===== src/pkg/pcs_pkg.sv =====
// shared constants and types of the program counter, stack and status unit
package pcs_pkg;
  // widths
  localparam int PC_W      = 12;
  localparam int DATA_W    = 8;
  localparam int ADDR_W    = 9;
  localparam int STACK_D   = 8;
  localparam int STACK_PW  = 3;
  // register file offsets (bank mirrored ones match on the low seven bits)
  localparam logic [8:0] OFS_PC_LOW      = 9'h002;
  localparam logic [8:0] OFS_STATUS      = 9'h003;
  localparam logic [8:0] OFS_FILE_PTR    = 9'h004;
  localparam logic [8:0] OFS_BANK_GP_LAT = 9'h00A;
  localparam logic [8:0] OFS_LOOKUP_CTL  = 9'h10C;
  localparam logic [6:0] OFS_IND_WINDOW  = 7'h00;
  // reset values
  localparam logic [7:0]  RST_PC_LOW     = 8'h00;
  localparam logic [7:0]  RST_STATUS     = 8'h00;
  localparam logic [7:0]  RST_FILE_PTR   = 8'h00;
  localparam logic [7:0]  RST_BANK_GP    = 8'h00;
  localparam logic [7:0]  RST_ACC        = 8'h00;
  localparam logic        RST_LAT_OFF    = 1'b0;
  // vectors and codes
  localparam logic [11:0] VEC_RESET      = 12'h000;
  localparam logic [11:0] VEC_IRQ        = 12'h004;
  localparam logic [7:0]  LAT_OFF_CODE   = 8'h1C;
  // status fields
  localparam int ST_C    = 0;
  localparam int ST_NC   = 1;
  localparam int ST_Z    = 2;
  localparam int ST_RP_L = 5;
  localparam int ST_RP_H = 6;
  localparam int ST_IND  = 7;
  // latch register fields
  localparam int LAT_PAGE_BIT = 3;
  localparam int GP_LO        = 4;

  typedef enum logic [2:0] {
    K_SEQ   = 3'b000,
    K_CALL  = 3'b001,
    K_JMP   = 3'b010,
    K_FCALL = 3'b011,
    K_LJMP  = 3'b100,
    K_RET   = 3'b101,
    K_RETV  = 3'b110,
    K_IRQ   = 3'b111
  } pcs_kind_t;

  typedef enum logic [3:0] {
    OP_ADD  = 4'h0,
    OP_SUB  = 4'h1,
    OP_AND  = 4'h2,
    OP_IOR  = 4'h3,
    OP_XOR  = 4'h4,
    OP_MOVF = 4'h5,
    OP_MOVW = 4'h6,
    OP_RL   = 4'h7,
    OP_RR   = 4'h8,
    OP_COM  = 4'h9,
    OP_INC  = 4'hA,
    OP_DEC  = 4'hB,
    OP_CLR  = 4'hC,
    OP_SWAP = 4'hD,
    OP_BSET = 4'hE,
    OP_BCLR = 4'hF
  } pcs_op_t;

  typedef enum logic [2:0] {
    SEL_EXT  = 3'b000,
    SEL_PCLO = 3'b001,
    SEL_STAT = 3'b010,
    SEL_FPTR = 3'b011,
    SEL_LAT  = 3'b100,
    SEL_LCTL = 3'b101,
    SEL_NULL = 3'b110
  } pcs_sel_t;
endpackage : pcs_pkg


===== src/pcs_core.sv =====
// program counter, return stack, accumulator and status logic of the core
//
// Contract
// RQ1: twelve bit counter spans all program memory
// RQ2: counter steps by one unless redirected
// RQ3: reset loads 000h, interrupt loads 004h
// RQ4: short branch uses latch bit 3 as bit 11
// RQ5: every return reloads counter from stack top
// RQ6: software sets latch bit 3 for high targets
// RQ7: long branches ignore latch bit 3 entirely
// RQ8: counter bits 11..8 readable at 10Ch
// RQ9: counter low byte readable and writable, all banks
// RQ10: low byte writes load high bits from latch
// RQ11: writing 1C stops high bits loading
// RQ12: any other value re-enables high loading
// RQ13: stack twelve bits wide, eight deep
// RQ14: calls and interrupts push, returns pop
// RQ15: eight bit add, subtract, shift, logic
// RQ16: unaddressed accumulator is one operand
// RQ17: subtraction flags hold inverted borrows
// RQ18: flag writes to status ignored when flagging
// RQ19: status bit 7 picks indirect bank pair
// RQ20: nibble carry from low nibble on add/sub
// RQ21: status bits 6..5 pick direct bank
// RQ22: indirect address is bank bit plus pointer
// RQ23: zero flag set when result is zero
// RQ24: carry out of bit 7, inverted borrow
`timescale 1ns/100ps
module pcs_core (
  // clock and reset
  input  wire logic               clk_sys,
  input  wire logic               rst_n,
  // executed instruction
  input  wire logic               ex_valid,
  input  wire pcs_pkg::pcs_kind_t ex_kind,
  input  wire logic [11:0]        ex_lit,
  input  wire logic [6:0]         ex_faddr,
  input  wire pcs_pkg::pcs_op_t   ex_op,
  input  wire logic               ex_use_imm,
  input  wire logic               ex_to_file,
  input  wire logic [2:0]         ex_bit,
  // data file outside this block
  input  wire logic [7:0]         ex_file_rdata,
  output logic                    ext_wr_en,
  output logic      [8:0]         ext_wr_addr,
  output logic      [7:0]         ext_wr_data,
  // architectural state
  output logic      [11:0]        pc,
  output logic      [7:0]         acc,
  output logic      [7:0]         status,
  output logic      [7:0]         file_pointer,
  output logic      [7:0]         bank_gp_and_pc_high_latch,
  output logic                    lat_off
);
  logic [11:0] next_pc;
  logic [7:0]  next_acc;
  logic [7:0]  next_status;
  logic [7:0]  next_fptr;
  logic [7:0]  next_gp_lat;
  logic        next_lat_off;
  logic        next_wr_en;
  logic [8:0]  next_wr_addr;
  logic [7:0]  next_wr_data;

  logic [11:0] seq_pc;
  logic [8:0]  eff_addr;
  logic [2:0]  sel;
  logic [7:0]  rd_data;
  logic [7:0]  operand;
  logic [7:0]  alu_y;
  logic        alu_c;
  logic        alu_nc;
  logic        alu_z;
  logic [2:0]  affect;
  logic [7:0]  flagged;
  logic        wr_file;
  logic        push;
  logic        pop;
  logic [11:0] push_val;
  logic [11:0] stack_top;
  logic [3:0]  high_src;

  // mirrored registers match in every bank; the lookup control only at 10Ch
  function automatic logic [2:0] reg_decode(input logic [8:0] addr);
    if (addr[6:0] == pcs_pkg::OFS_IND_WINDOW) begin
      reg_decode = pcs_pkg::SEL_NULL;
    end else if (addr[6:0] == pcs_pkg::OFS_PC_LOW[6:0]) begin
      reg_decode = pcs_pkg::SEL_PCLO; // RQ9
    end else if (addr[6:0] == pcs_pkg::OFS_STATUS[6:0]) begin
      reg_decode = pcs_pkg::SEL_STAT;
    end else if (addr[6:0] == pcs_pkg::OFS_FILE_PTR[6:0]) begin
      reg_decode = pcs_pkg::SEL_FPTR;
    end else if (addr[6:0] == pcs_pkg::OFS_BANK_GP_LAT[6:0]) begin
      reg_decode = pcs_pkg::SEL_LAT;
    end else if (addr == pcs_pkg::OFS_LOOKUP_CTL) begin
      reg_decode = pcs_pkg::SEL_LCTL;
    end else begin
      reg_decode = pcs_pkg::SEL_EXT;
    end
  endfunction : reg_decode

  assign seq_pc = pc + 12'h001; // RQ1 RQ2

  // address formation
  always_comb begin
    if (ex_faddr == pcs_pkg::OFS_IND_WINDOW) begin
      eff_addr = {status[pcs_pkg::ST_IND], file_pointer}; // RQ19 RQ22
    end else begin
      eff_addr = {status[pcs_pkg::ST_RP_H:pcs_pkg::ST_RP_L], ex_faddr}; // RQ21
    end
    sel = reg_decode(eff_addr);
  end

  // read side; the window pointing at itself reads zero
  always_comb begin
    unique case (sel)
      pcs_pkg::SEL_PCLO: rd_data = seq_pc[7:0]; // RQ9
      pcs_pkg::SEL_STAT: rd_data = status;
      pcs_pkg::SEL_FPTR: rd_data = file_pointer;
      pcs_pkg::SEL_LAT:  rd_data = bank_gp_and_pc_high_latch;
      pcs_pkg::SEL_LCTL: rd_data = {4'h0, pc[11:8]}; // RQ8
      pcs_pkg::SEL_NULL: rd_data = 8'h00;
      default:           rd_data = ex_file_rdata;
    endcase
    operand = ex_use_imm ? ex_lit[7:0] : rd_data; // RQ16
  end

  pcs_alu u_alu (
    .a       (acc),
    .b       (operand),
    .c_in    (status[pcs_pkg::ST_C]),
    .bit_sel (ex_bit),
    .op      (ex_op),
    .y       (alu_y),
    .c_out   (alu_c),
    .nc_out  (alu_nc),
    .z_out   (alu_z),
    .affect  (affect)
  ); // RQ15

  pcs_ret_stack u_stack (
    .clk_sys (clk_sys),
    .rst_n   (rst_n),
    .push    (push),
    .pop     (pop),
    .din     (push_val),
    .top     (stack_top)
  );

  // flags merged over the current status
  always_comb begin
    flagged = status;
    if (affect[0]) begin
      flagged[pcs_pkg::ST_C] = alu_c; // RQ24
    end
    if (affect[1]) begin
      flagged[pcs_pkg::ST_NC] = alu_nc; // RQ20
    end
    if (affect[2]) begin
      flagged[pcs_pkg::ST_Z] = alu_z; // RQ23
    end
  end

  assign wr_file  = ex_valid && (ex_kind == pcs_pkg::K_SEQ) && ex_to_file;
  // when disabled the high bits stay put so table lookups stay in page
  assign high_src = lat_off ? pc[11:8] : bank_gp_and_pc_high_latch[3:0]; // RQ10 RQ11

  // counter and stack sequencing
  always_comb begin
    next_pc  = pc;
    push     = 1'b0;
    pop      = 1'b0;
    push_val = seq_pc;
    if (ex_valid) begin
      unique case (ex_kind)
        pcs_pkg::K_SEQ: begin
          next_pc = seq_pc; // RQ2
          if (wr_file && sel == pcs_pkg::SEL_PCLO) begin
            next_pc = {high_src, alu_y}; // RQ9 RQ10 RQ11
          end
        end
        pcs_pkg::K_CALL: begin
          push    = 1'b1; // RQ14
          next_pc = {bank_gp_and_pc_high_latch[pcs_pkg::LAT_PAGE_BIT], ex_lit[10:0]}; // RQ4
        end
        pcs_pkg::K_JMP: begin
          next_pc = {bank_gp_and_pc_high_latch[pcs_pkg::LAT_PAGE_BIT], ex_lit[10:0]}; // RQ4
        end
        pcs_pkg::K_FCALL: begin
          push    = 1'b1; // RQ14
          next_pc = ex_lit; // RQ7
        end
        pcs_pkg::K_LJMP: begin
          next_pc = ex_lit; // RQ7
        end
        pcs_pkg::K_RET, pcs_pkg::K_RETV: begin
          pop     = 1'b1; // RQ14
          next_pc = stack_top; // RQ5
        end
        pcs_pkg::K_IRQ: begin
          // the interrupted instruction was not executed, so it is the return point
          push     = 1'b1; // RQ14
          push_val = pc;
          next_pc  = pcs_pkg::VEC_IRQ; // RQ3
        end
      endcase
    end
  end

  // accumulator, status and local registers
  always_comb begin
    next_acc     = acc;
    next_status  = status;
    next_fptr    = file_pointer;
    next_gp_lat  = bank_gp_and_pc_high_latch;
    next_lat_off = lat_off;
    next_wr_en   = 1'b0;
    next_wr_addr = eff_addr;
    next_wr_data = alu_y;
    if (ex_valid && ex_kind == pcs_pkg::K_RETV) begin
      next_acc = ex_lit[7:0];
    end
    if (ex_valid && ex_kind == pcs_pkg::K_SEQ) begin
      next_status = flagged;
      if (!ex_to_file) begin
        next_acc = alu_y; // RQ16
      end
    end
    if (wr_file) begin
      unique case (sel)
        pcs_pkg::SEL_STAT: begin
          // bits 4..3 are read only and stay clear
          next_status[7:5] = alu_y[7:5];
          if (affect != 3'b000) begin
            next_status[2:0] = flagged[2:0]; // RQ18
          end else begin
            next_status[2:0] = alu_y[2:0];
          end
        end
        pcs_pkg::SEL_FPTR: next_fptr = alu_y;
        pcs_pkg::SEL_LAT:  next_gp_lat = alu_y;
        pcs_pkg::SEL_LCTL: next_lat_off = (alu_y == pcs_pkg::LAT_OFF_CODE); // RQ11 RQ12
        pcs_pkg::SEL_EXT:  next_wr_en = 1'b1;
        default: ;
      endcase
    end
  end

  always_ff @(posedge clk_sys) begin
    if (!rst_n) begin
      pc                        <= pcs_pkg::VEC_RESET; // RQ3
      acc                       <= pcs_pkg::RST_ACC;
      status                    <= pcs_pkg::RST_STATUS;
      file_pointer              <= pcs_pkg::RST_FILE_PTR;
      bank_gp_and_pc_high_latch <= pcs_pkg::RST_BANK_GP;
      lat_off                   <= pcs_pkg::RST_LAT_OFF;
      ext_wr_en                 <= 1'b0;
      ext_wr_addr               <= 9'h000;
      ext_wr_data               <= 8'h00;
    end else begin
      pc                        <= next_pc;
      acc                       <= next_acc;
      status                    <= next_status;
      file_pointer              <= next_fptr;
      bank_gp_and_pc_high_latch <= next_gp_lat;
      lat_off                   <= next_lat_off;
      ext_wr_en                 <= next_wr_en;
      ext_wr_addr               <= next_wr_addr;
      ext_wr_data               <= next_wr_data;
    end
  end
endmodule : pcs_core


===== src/pcs_alu.sv =====
// eight bit arithmetic unit with carry, nibble carry and zero results
`timescale 1ns/100ps
module pcs_alu (
  // operands
  input  wire logic [7:0]       a,
  input  wire logic [7:0]       b,
  input  wire logic             c_in,
  input  wire logic [2:0]       bit_sel,
  input  wire pcs_pkg::pcs_op_t op,
  // results
  output logic      [7:0]       y,
  output logic                  c_out,
  output logic                  nc_out,
  output logic                  z_out,
  // which flags the operation touches: {z, nc, c}
  output logic      [2:0]       affect
);
  logic [8:0] sum;
  logic [4:0] nib;

  // subtraction is b + ~a + 1 so carries come out as inverted borrows
  function automatic logic [8:0] add_c(input logic [7:0] x, input logic [7:0] w, input logic ci);
    add_c = {1'b0, x} + {1'b0, w} + {8'h00, ci};
  endfunction : add_c

  always_comb begin
    sum    = 9'h000;
    nib    = 5'h00;
    y      = b;
    c_out  = c_in;
    affect = 3'b000;
    unique case (op)
      pcs_pkg::OP_ADD: begin
        sum    = add_c(b, a, 1'b0); // RQ24
        nib    = {1'b0, b[3:0]} + {1'b0, a[3:0]}; // RQ20
        y      = sum[7:0];
        c_out  = sum[8];
        affect = 3'b111;
      end
      pcs_pkg::OP_SUB: begin
        sum    = add_c(b, ~a, 1'b1); // RQ17 RQ24
        nib    = {1'b0, b[3:0]} + {1'b0, ~a[3:0]} + 5'h01; // RQ17 RQ20
        y      = sum[7:0];
        c_out  = sum[8];
        affect = 3'b111;
      end
      pcs_pkg::OP_AND:  begin y = a & b; affect = 3'b100; end
      pcs_pkg::OP_IOR:  begin y = a | b; affect = 3'b100; end
      pcs_pkg::OP_XOR:  begin y = a ^ b; affect = 3'b100; end
      pcs_pkg::OP_MOVF: begin y = b; affect = 3'b100; end
      pcs_pkg::OP_MOVW: y = a;
      pcs_pkg::OP_RL:   begin y = {b[6:0], c_in}; c_out = b[7]; affect = 3'b001; end
      pcs_pkg::OP_RR:   begin y = {c_in, b[7:1]}; c_out = b[0]; affect = 3'b001; end
      pcs_pkg::OP_COM:  begin y = ~b; affect = 3'b100; end
      pcs_pkg::OP_INC:  begin y = b + 8'h01; affect = 3'b100; end
      pcs_pkg::OP_DEC:  begin y = b - 8'h01; affect = 3'b100; end
      pcs_pkg::OP_CLR:  begin y = 8'h00; affect = 3'b100; end
      pcs_pkg::OP_SWAP: y = {b[3:0], b[7:4]};
      pcs_pkg::OP_BSET: y = b | (8'h01 << bit_sel);
      pcs_pkg::OP_BCLR: y = b & ~(8'h01 << bit_sel);
    endcase
    nc_out = nib[4];
    z_out  = (y == 8'h00); // RQ23
  end
endmodule : pcs_alu


===== src/pcs_ret_stack.sv =====
// eight entry return address stack, wraps silently on overflow
`timescale 1ns/100ps
module pcs_ret_stack (
  // clock and reset
  input  wire logic        clk_sys,
  input  wire logic        rst_n,
  // control
  input  wire logic        push,
  input  wire logic        pop,
  input  wire logic [11:0] din,
  // top entry
  output logic      [11:0] top
);
  logic [11:0] mem [pcs_pkg::STACK_D];
  logic [2:0]  ptr;
  logic [2:0]  next_ptr;

  assign top = mem[ptr - 3'h1]; // RQ5

  // no overflow flag: the ninth push overwrites the oldest entry
  always_comb begin
    next_ptr = ptr;
    if (push) begin
      next_ptr = ptr + 3'h1; // RQ14
    end else if (pop) begin
      next_ptr = ptr - 3'h1; // RQ14
    end
  end

  always_ff @(posedge clk_sys) begin
    if (!rst_n) begin
      ptr <= 3'h0;
    end else begin
      ptr <= next_ptr;
    end
  end

  always_ff @(posedge clk_sys) begin
    if (push) begin
      mem[ptr] <= din; // RQ13
    end
  end
endmodule : pcs_ret_stack


===== config.mk =====
export PLATFORM = sky130hd
export DESIGN_NAME = pcs_core
export DESIGN_NICKNAME = d
export VERILOG_FILES = /design/src/pkg/pcs_pkg.sv /design/src/pcs_core.sv /design/src/pcs_alu.sv /design/src/pcs_ret_stack.sv
export SDC_FILE = /design/constraint.sdc
export NUM_CORES = 1
export LEC_CHECK = 0
export ABC_AREA = 1
export BUFFER_PORTS_ARGS = -buffer_cell sky130_fd_sc_hd__buf_4
export CAP_MARGIN = 20
export CORE_ASPECT_RATIO = 0.75
export CORE_MARGIN = 4
export CORE_UTILIZATION = 35
export CTS_CLUSTER_SIZE = 14
export DETAILED_ROUTE_END_ITERATION = 16
export PLACE_DENSITY = 0.6
export SYNTH_ARGS = -nofsm -noshare
export SYNTH_HDL_FRONTEND = slang
export SYNTH_SLANG_ARGS = --single-unit

===== constraint.sdc =====
create_clock -name clk_sys -period 4.4 [get_ports clk_sys]
set_clock_uncertainty 0.1 [all_clocks]
set_input_delay 0.44 -clock clk_sys [delete_from_list [all_inputs] [get_ports clk_sys]]
set_output_delay 0.44 -clock clk_sys [all_outputs]
set_load 0.05 [all_outputs]

==> metrics.md, run 1 <==
| Metric | Value |
|---|---|
| Dpl ws | -0.569 ns |
| Core area | 0.0269 mm2 |
| Crit path required time | about 4.6 ns |
| Pint | between 2 and 3 mW |
| Mapped Cells | 1206 |
| LEAKAGE | 5.38 nW |
| Final nets | 1483 |
| Inserted Diodes | 0 |
| Slew headroom | about a third |
| Net switching power | 1.29 mW |
| Root Buffer | clkbuf_16 |
| Post-Syn Area per Cell | about 8 um2 |
| CP Capture Type | register |
| Worst-margin pin slew | around 1 ns |
| Clock-pin slew on the worst setup and hold paths | 0.06 ns |
| Chip width | 199 um |
| Design Power | 4.22 mW |
| Worst skew pair latency | 0.43 ns |
| Metal2 WL | 14600 um |
| Initial antenna violation count | 0 |
| Final Hold Fails | 0 |
| Area after DPL | 0.0114 mm2 |
| Total routed wirelength | around 34000 um |
| Critical path class | input port to register |
| Vias in the first global route | 8633 |
| Post-CTS Hold Buffers | 0 |
| Yosys cell types | 55 |
| Layout cells sized above 1 | 27.8% |
| Initial Util | between 30% and 40% |
| GRT Util Overall | 22.3% |
| Post-Syn Area | 0.00953 mm2 |
| Worst setup margin | 0.152 ns |
| Ports | 105 |
| Max-Cap Viols | 0 |
| Number of I/O port buffers | 102 |
| Outcome | finished, final reports clean |
| Wire length on met3 | 2980 um |
| CP max stage cell | ha_1 |
| Combinational share of power | 23.2% |
| Clk sink count | between 150 and 200 |
| Crit path max fanout | 8 |
| Met1 wire length | ~16000 um |
| Rows | 52 |
| Top post-synthesis cells by area | edfxtp_1 (30%), dfxtp_1 (13%), nand2_1 (8.5%), nor2_1 (7.0%), o21ai_0 (6.1%) |
| VDD IR max | about 0.19 mV |
| Clock Power Share | about 37% |
| Count leader, synth | nand2_1 |
| Iteration count of the initial detailed-routing pass | 6 |
| Vias | 9475 |
| Startpoint types | input port |
| Worst hold path class | input port to register |
| Via/cell ratio | 5.33 |
| Final Cycle Share | 96.5% |
| Post-route cell area | 0.0126 mm2 |
| Post-synth top flop | edfxtp_1 |
| Top cell type by total area after synthesis | edfxtp_1 |
| Largest net degree at the start of global routing | 53 |
| Count of pins over their slew limit | 0 |
| Placed insts | 1730 |
| DRC viols | 0 |
| TritonCTS clock tree | done |
| Crit path buf inv count | 8 |
| Yosys warns | 0 |
| Switching share of power | between 30% and 40% |
| Initial DRC count | around 930 |
| Crit path time final | approximately 4.2 ns |
| DP HPWL | 25800 um |
| Antenna Nets Post-Route | 0 |
| Remaining global-route overflow | 0 |
| First-pass GRT wire length | 51100 um |
| RD Place Congestion | about 0.98 |
| Fin Setup TNS | 0 ns |
| CP arrival | 4.46 ns |
| Htree depth | 4 |
| Seq cells post-synth | 160 |
| Fin cells | 1777 |
| Clock buffer depth | 2 |
| Sequential power share | between 30% and 40% |
| Share of the synthesized area in the top cell type | a little under a third |
| Top sig layer | met4 |
| Highest clock rate | 0.235 GHz |
| PwrDens | 334 mW/mm2 |
| Drt wl/cell | slightly below 20 um |
| Number of CTS-inserted buffers | 17 |
| EDFF count, synth | 96 |
| Async SR Flop Fraction | 0% |
| Synthesis-to-finish area growth | 32.5% |
| Die Ht | roughly 150 um |
| Commonest cells in the netlist | nand2_1 (215), nor2_1 (178), inv_1 (129), o21ai_0 (117), edfxtp_1 (96) |
| Family with the most delay on the worst path | simple AND/OR/NAND/NOR gates |
| Die area | 0.0300 mm2 |
| Final setup viols | 0 |
| CP dominant cell by count | nand2_1 |
| Slowest cell delay on critical path | 0.31 ns |
| Sequential area share after synthesis | 43.7% |
-- layer usage --
metal / GRT usage [%] / vias to the layer above
li1: - / 4532
met1: 34.2 / 4451
met2: 32.9 / 435
met3: 3.54 / 57
met4: 5.67 / 0
met5: 0 / -
-- layout by cell type (no fill, tap or decap), drive strengths merged, types with 2 or more instances in the layout --
master / netlist / routed
o2111ai: 2 / 2
o31ai: 3 / 3
buf: 6 / 228
nand4: 8 / 8
inv: 138 / 144
nor2: 188 / 188
conb: 1 / 2
xor2: 9 / 9
a21oi: 77 / 77
nand3: 63 / 63
a41oi: 4 / 4
ha: 25 / 25
mux2i: 13 / 13
a221oi: 2 / 2
nand3b: 2 / 2
a21o: 2 / 2
o32ai: 12 / 12
clkbuf: 35 / 23
nand2: 234 / 234
or2: 3 / 3
dfxtp: 64 / 64
o22ai: 4 / 4
fa: 3 / 3
a211oi: 3 / 3
o21ai: 123 / 123
edfxtp: 96 / 96
xnor2: 6 / 6
a221o: 2 / 2
nor3: 14 / 14
a31oi: 8 / 8
o21bai: 5 / 5
o221ai: 14 / 14
o211ai: 29 / 29
clkinv: 2 / 3
-- layout make-up --
| cell class | instances | area [um2] |
|---|---|---|
| Tap cell | 351 | 439 |
| Multi-Input combinational cell | 866 | 5070 |
| Clock buffer | 23 | 543 |
| Sequential cell | 160 | 4170 |
| Clock inverter | 9 | 91.3 |
| Inverter | 140 | 531 |
| Timing Repair Buffer | 228 | 1780 |
| Fill cell | 2621 | 14200 |
-- state kept, by name, indices dropped and copies added, names as in the netlist, 3 cells and up --
register / flops
acc: 8
bank_gp_and_pc_high_latch: 8
ext_wr_addr: 9
ext_wr_data: 8
file_pointer: 8
pc: 12
status: 6
u_stack.mem: 96
u_stack.ptr: 3
-- per-stage QoR --
stage	utilization (%)	hold slack (ns)
finish	47.0	0.235
global route	47.0	0.225
CTS	44.9	0.215
detailed placement	42.5	0.444
global placement	42.5	0.428
floorplan	-	0.403
-- tightest hold or removal path, delay by kind of cell --
kind	cells	cell delay, ns
buffers and inverters	1	0.11
AND/OR/NAND/NOR	1	0.05
AO/OA/AOI/OAI	1	0.10
-- what timing repair did --
item / 4_1_cts / 5_1_grt
endpoints found under the setup margin: 7 / 31
pin swaps: 0 / 70
resized for setup: 4 / 126
setup buffers: 0 / 14
gates cloned: 0 / 0
-- power groups by stage --
stage               clock [mW]  combinational, mW  sequential (mW)
finish                    1.56              0.978             1.68
global route              1.65               1.06             1.69
detailed placement           0              0.896             1.71
floorplan                    0              0.443             1.79
CTS                       1.58              0.902             1.68
global placement             0              0.890             1.71
-- cells by family (layout without fill, tap and decap cells) --
logic type | count (synthesis) | count (layout) | share of synthesized area [%]
and+or+nand+nor | 515 | 515 | 23.6
AOI/OAI and AO/OA | 293 | 293 | 18.6
buffers and inverters | 181 | 400 | 7.45
DFF | 160 | 160 | 43.7
adders and majority gates | 28 | 28 | 3.91
xor gates and xnor gates | 15 | 15 | 1.38
muxes | 13 | 13 | 1.37
other | 1 | 2 | 0.0394
-- final timing paths --
| kind | end | slack, ns | from | cells past startpoint |
|---|---|---|---|---|
| max | status[7]$_SDFFE_PN0P_ | 0.15 | ex_faddr[4] | 37 |
| min | pc[9]$_SDFFE_PN0P_ | 0.24 | ex_lit[9] | 3 |
| max reg2reg | status[7]$_SDFFE_PN0P_ | 0.23 | pc[1]$_SDFFE_PN0P_ | 19 |
| min reg2reg | lat_off$_SDFFE_PN0P_ | 0.45 | lat_off$_SDFFE_PN0P_ | 2 |
(Power assumes the default switching activity.)
==> run 2, diff against run 1 <==
--- a/config.mk
+++ b/config.mk
@@ -16,4 +16,5 @@
 export PLACE_DENSITY = 0.6
 export SYNTH_ARGS = -nofsm -noshare
 export SYNTH_HDL_FRONTEND = slang
+export SYNTH_HIERARCHICAL = 1
 export SYNTH_SLANG_ARGS = --single-unit
==> metrics.md, run 2 <==
| Metric | Value |
|---|---|
| Startpoint types | input port |
| CP dominant cell by count | nand2_1 |
| CP Capture Type | register |
| Yosys cell types | 55 (unchanged) |
| Hold Startpoint | ex_kind[2] |
| Largest net degree at the start of global routing | 52 (-1.9%) |
| WHS Endpoint | acc[6]$_SDFF_PN0_ |
| Htree depth | 4 (unchanged) |
| Worst setup margin | 0.201 ns (+0.0495 ns) |
| Final Cycle Share | 95.4% (-1.1 points) |
| Post-synth top flop | edfxtp_1 |
| Post-route cell area | 0.0129 mm2 (+2.5%) |
| Antenna Nets Post-Route | 0 (unchanged) |
| Number of CTS-inserted buffers | 17 (unchanged) |
| Crit path max fanout | 10 (+2) |
| CP arrival | 4.44 ns (-0.02 ns) |
| Hold_ws | 0.253 ns (+0.0175 ns) |
| Inserted Diodes | 0 (unchanged) |
| Most frequent cells in the layout | nand2_1 (449), inv_1 (228), buf_4 (218) |
| Final Util | 44.5% (-2.5 points) |
| DRC viols | 0 (unchanged) |
| Hold Path Depth | 3 (unchanged) |
| Core area | 0.0291 mm2 (+8.1%) |
| Clock-pin slew on the worst setup and hold paths | 0.07 ns (about the same) |
| Yosys warns | 6 (+6) |
| Die Ht | 156 um (+3.7%) |
| Seq cells post-synth | 160 (unchanged) |
| Reg-to-Reg End | lat_off$_SDFFE_PN0P_ |
| LEAKAGE | 6.17 nW (+15%) |
| Fin cells | 2075 (+17%) |
| Top cell type by total area after synthesis | edfxtp_1 |
| Worst hold path class | input port to register |
| Most common cell after layout, fill and taps aside | nand2_1 |
| Rows | 54 (+3.8%) |
| Mapped Cells | 1470 (+22%) |
| CP max stage cell | ha_4 |
| PwrDens | 322 mW/mm2 (-3.8%) |
| Slew headroom | 31.4% (-1.8 points) |
| Vias in the first global route | 9426 (+9.2%) |
| Vias | 10.5k (+11%) |
| Root Buffer | clkbuf_16 |
| Count of pins over their slew limit | 0 (unchanged) |
| Final Hold Fails | 0 (unchanged) |
| Initial DRC count | 1183 (+27%) |
| TritonCTS clock tree | done |
| VDD IR max | 0.314 mV (+65%) |
| Die area | 0.0322 mm2 (+7.6%) |
| Crit path time final | 4.20 ns (-0.0495 ns) |
| Drt wl/cell | 17.7 um (-8.5%) |
| RD Place Congestion | 0.991 (+0.61%) |
| Share of the synthesized area in the top cell type | 28.0% (-2.2 points) |
| Area after DPL | 0.0122 mm2 (+6.8%) |
| Max-Cap Viols | 0 (unchanged) |
| R2r worst-path depth | 23 (+4) |
| Final nets | 1734 (+17%) |
| DP HPWL | 27900 um (+7.9%) |
| Critical path class | input port to register |
| Outcome | finished, final reports clean |
| Layout cells sized above 1 | 19.8% (-8.0 points) |
| Final setup viols | 0 (unchanged) |
| Clock buffer depth | 2 (unchanged) |
| Commonest cells in the netlist | nand2_1 (455), inv_1 (229), nand3_1 (130), nor2_1 (126), edfxtp_1 (96) |
| Number of I/O port buffers | 102 (unchanged) |
| Biggest regs | u_stack/mem: 96 flops, pc: 12 flops, ext_wr_addr: 9 flops |
| Post-Syn Area | 0.0103 mm2 (+8.0%) |
| First-pass GRT wire length | 55000 um (+7.8%) |
| Ports | 105 (unchanged) |
| Max FFs per register | 96 (unchanged) |
| Reg-to-Reg Start | pc[0]$_SDFFE_PN0P_ |
| Initial Util | 35.4% (-0.049 points) |
| RSZ-0062 raised after global routing | yes |
| EDFF count, synth | 96 (unchanged) |
| R2R setup slack | 0.29 ns (+0.06 ns) |
| Via/cell ratio | 5.05 (-5.3%) |
| Placed insts | 2037 (+18%) |
| Remaining global-route overflow | 0 (unchanged) |
| Worst skew pair latency | 0.43 ns (about the same) |
| Design Power | 4.16 mW (-1.4%) |
| Post-Syn Area per Cell | 7.00 um2 (-11%) |
| GRT Util Overall | 22.3% (-0.030 points) |
| Initial antenna violation count | 1 (+1) |
| Total routed wirelength | 36700 um (+6.9%) |
| Slowest cell delay on critical path | 0.32 ns (about the same) |
| Iteration count of the initial detailed-routing pass | 6 (unchanged) |
| Sequential area share after synthesis | 40.5% (-3.2 points) |
| Chip width | 206 um (+3.8%) |
| Clk sink count | 160 (unchanged) |
| Worst-margin pin slew | 1.03 ns (+0.0303 ns) |
| Highest clock rate | 0.238 GHz (+1.2%) |
| Largest register by flop count | u_stack/mem |
| Top post-synthesis cells by area | edfxtp_1 (28%), nand2_1 (17%), dfxtp_1 (12%), inv_1 (8.4%), nand3_1 (6.3%) |
| Synthesis-to-finish area growth | 25.7% |
| Async SR Flop Fraction | 0% (unchanged) |
| Dpl ws | -0.304 ns (+0.265 ns) |
| Fin Setup TNS | 0 ns (unchanged) |
| Crit path required time | 4.65 ns (+0.04 ns) |
| Count leader, synth | nand2_1 |
run 2: logic make-up after synthesis:
kind of cell | Yosys count | synth area share (%)
flip-flops | 160 | 40.5
AO/OA/AOI/OAI | 205 | 11.4
AND/OR/NAND/NOR | 780 | 32.1
other | 1 | 0.0365
multiplexers | 5 | 0.499
XOR/XNOR | 14 | 1.26
adder cells (fa/ha/maj) | 22 | 2.82
buffers and inverters | 283 | 11.4
run 2: layout make-up:
class                   instances  area (um2)
multi-input cells            1028        5080
repair buffers                223        1720
clock inverters                15         150
flip-flops and latches        160        4170
clock buffers                  17         425
fillers                      2989       16100
inverters                     240         902
well taps                     392         490
run 2: repair_timing:
action                                  in CTS  in global routing
buffers inserted                             0                  5
hold buffers                                 0                  0
resized for setup                            0                 33
endpoints found under the setup margin       0                  4
run 2: how the worst max path moves through the flow:
stage	start	end	slack, ns	cells after the start
3_5_place_dp	ex_faddr[1]	status[2]$_SDFF_PN0_	-0.30	38
6_report	ex_faddr[1]	status[0]$_SDFF_PN0_	0.20	33
3_3_place_gp	ex_faddr[1]	status[2]$_SDFF_PN0_	-0.29	38
2_1_floorplan	ex_faddr[1]	status[2]$_SDFF_PN0_	0.20	31
5_1_grt	ex_faddr[1]	status[2]$_SDFF_PN0_	-0.06	38
4_1_cts	ex_faddr[1]	status[2]$_SDFF_PN0_	0.14	38
run 2: critical path: cells and delay by family:
kind / cells / cell delay, ns
AO/OA/AOI/OAI: 7 / 0.80
buffers and inverters: 6 / 0.77
adder cells (fa/ha/maj): 1 / 0.32
AND/OR/NAND/NOR: 19 / 2.12
run 2: metal layers:
metal  part of all wire, %  GRT usage, %  up-vias  wire (um)
li1                      -             -     5132          -
met1                    47          33.8     4806      17300
met2                    41          31.7      489      15100
met3                    10          6.17       44       3730
met4                   1.5          4.75        2        546
met5                 0.054             0        -         20
run 2: power breakdown:
part | switching [mW] | internal (mW) | leakage, nW
Clock | 0.691 | 0.753 | 0.279
Combinational | 0.698 | 0.344 | 4.49
Sequential | 0.0337 | 1.64 | 1.40
Total | 1.42 | 2.74 | 6.17
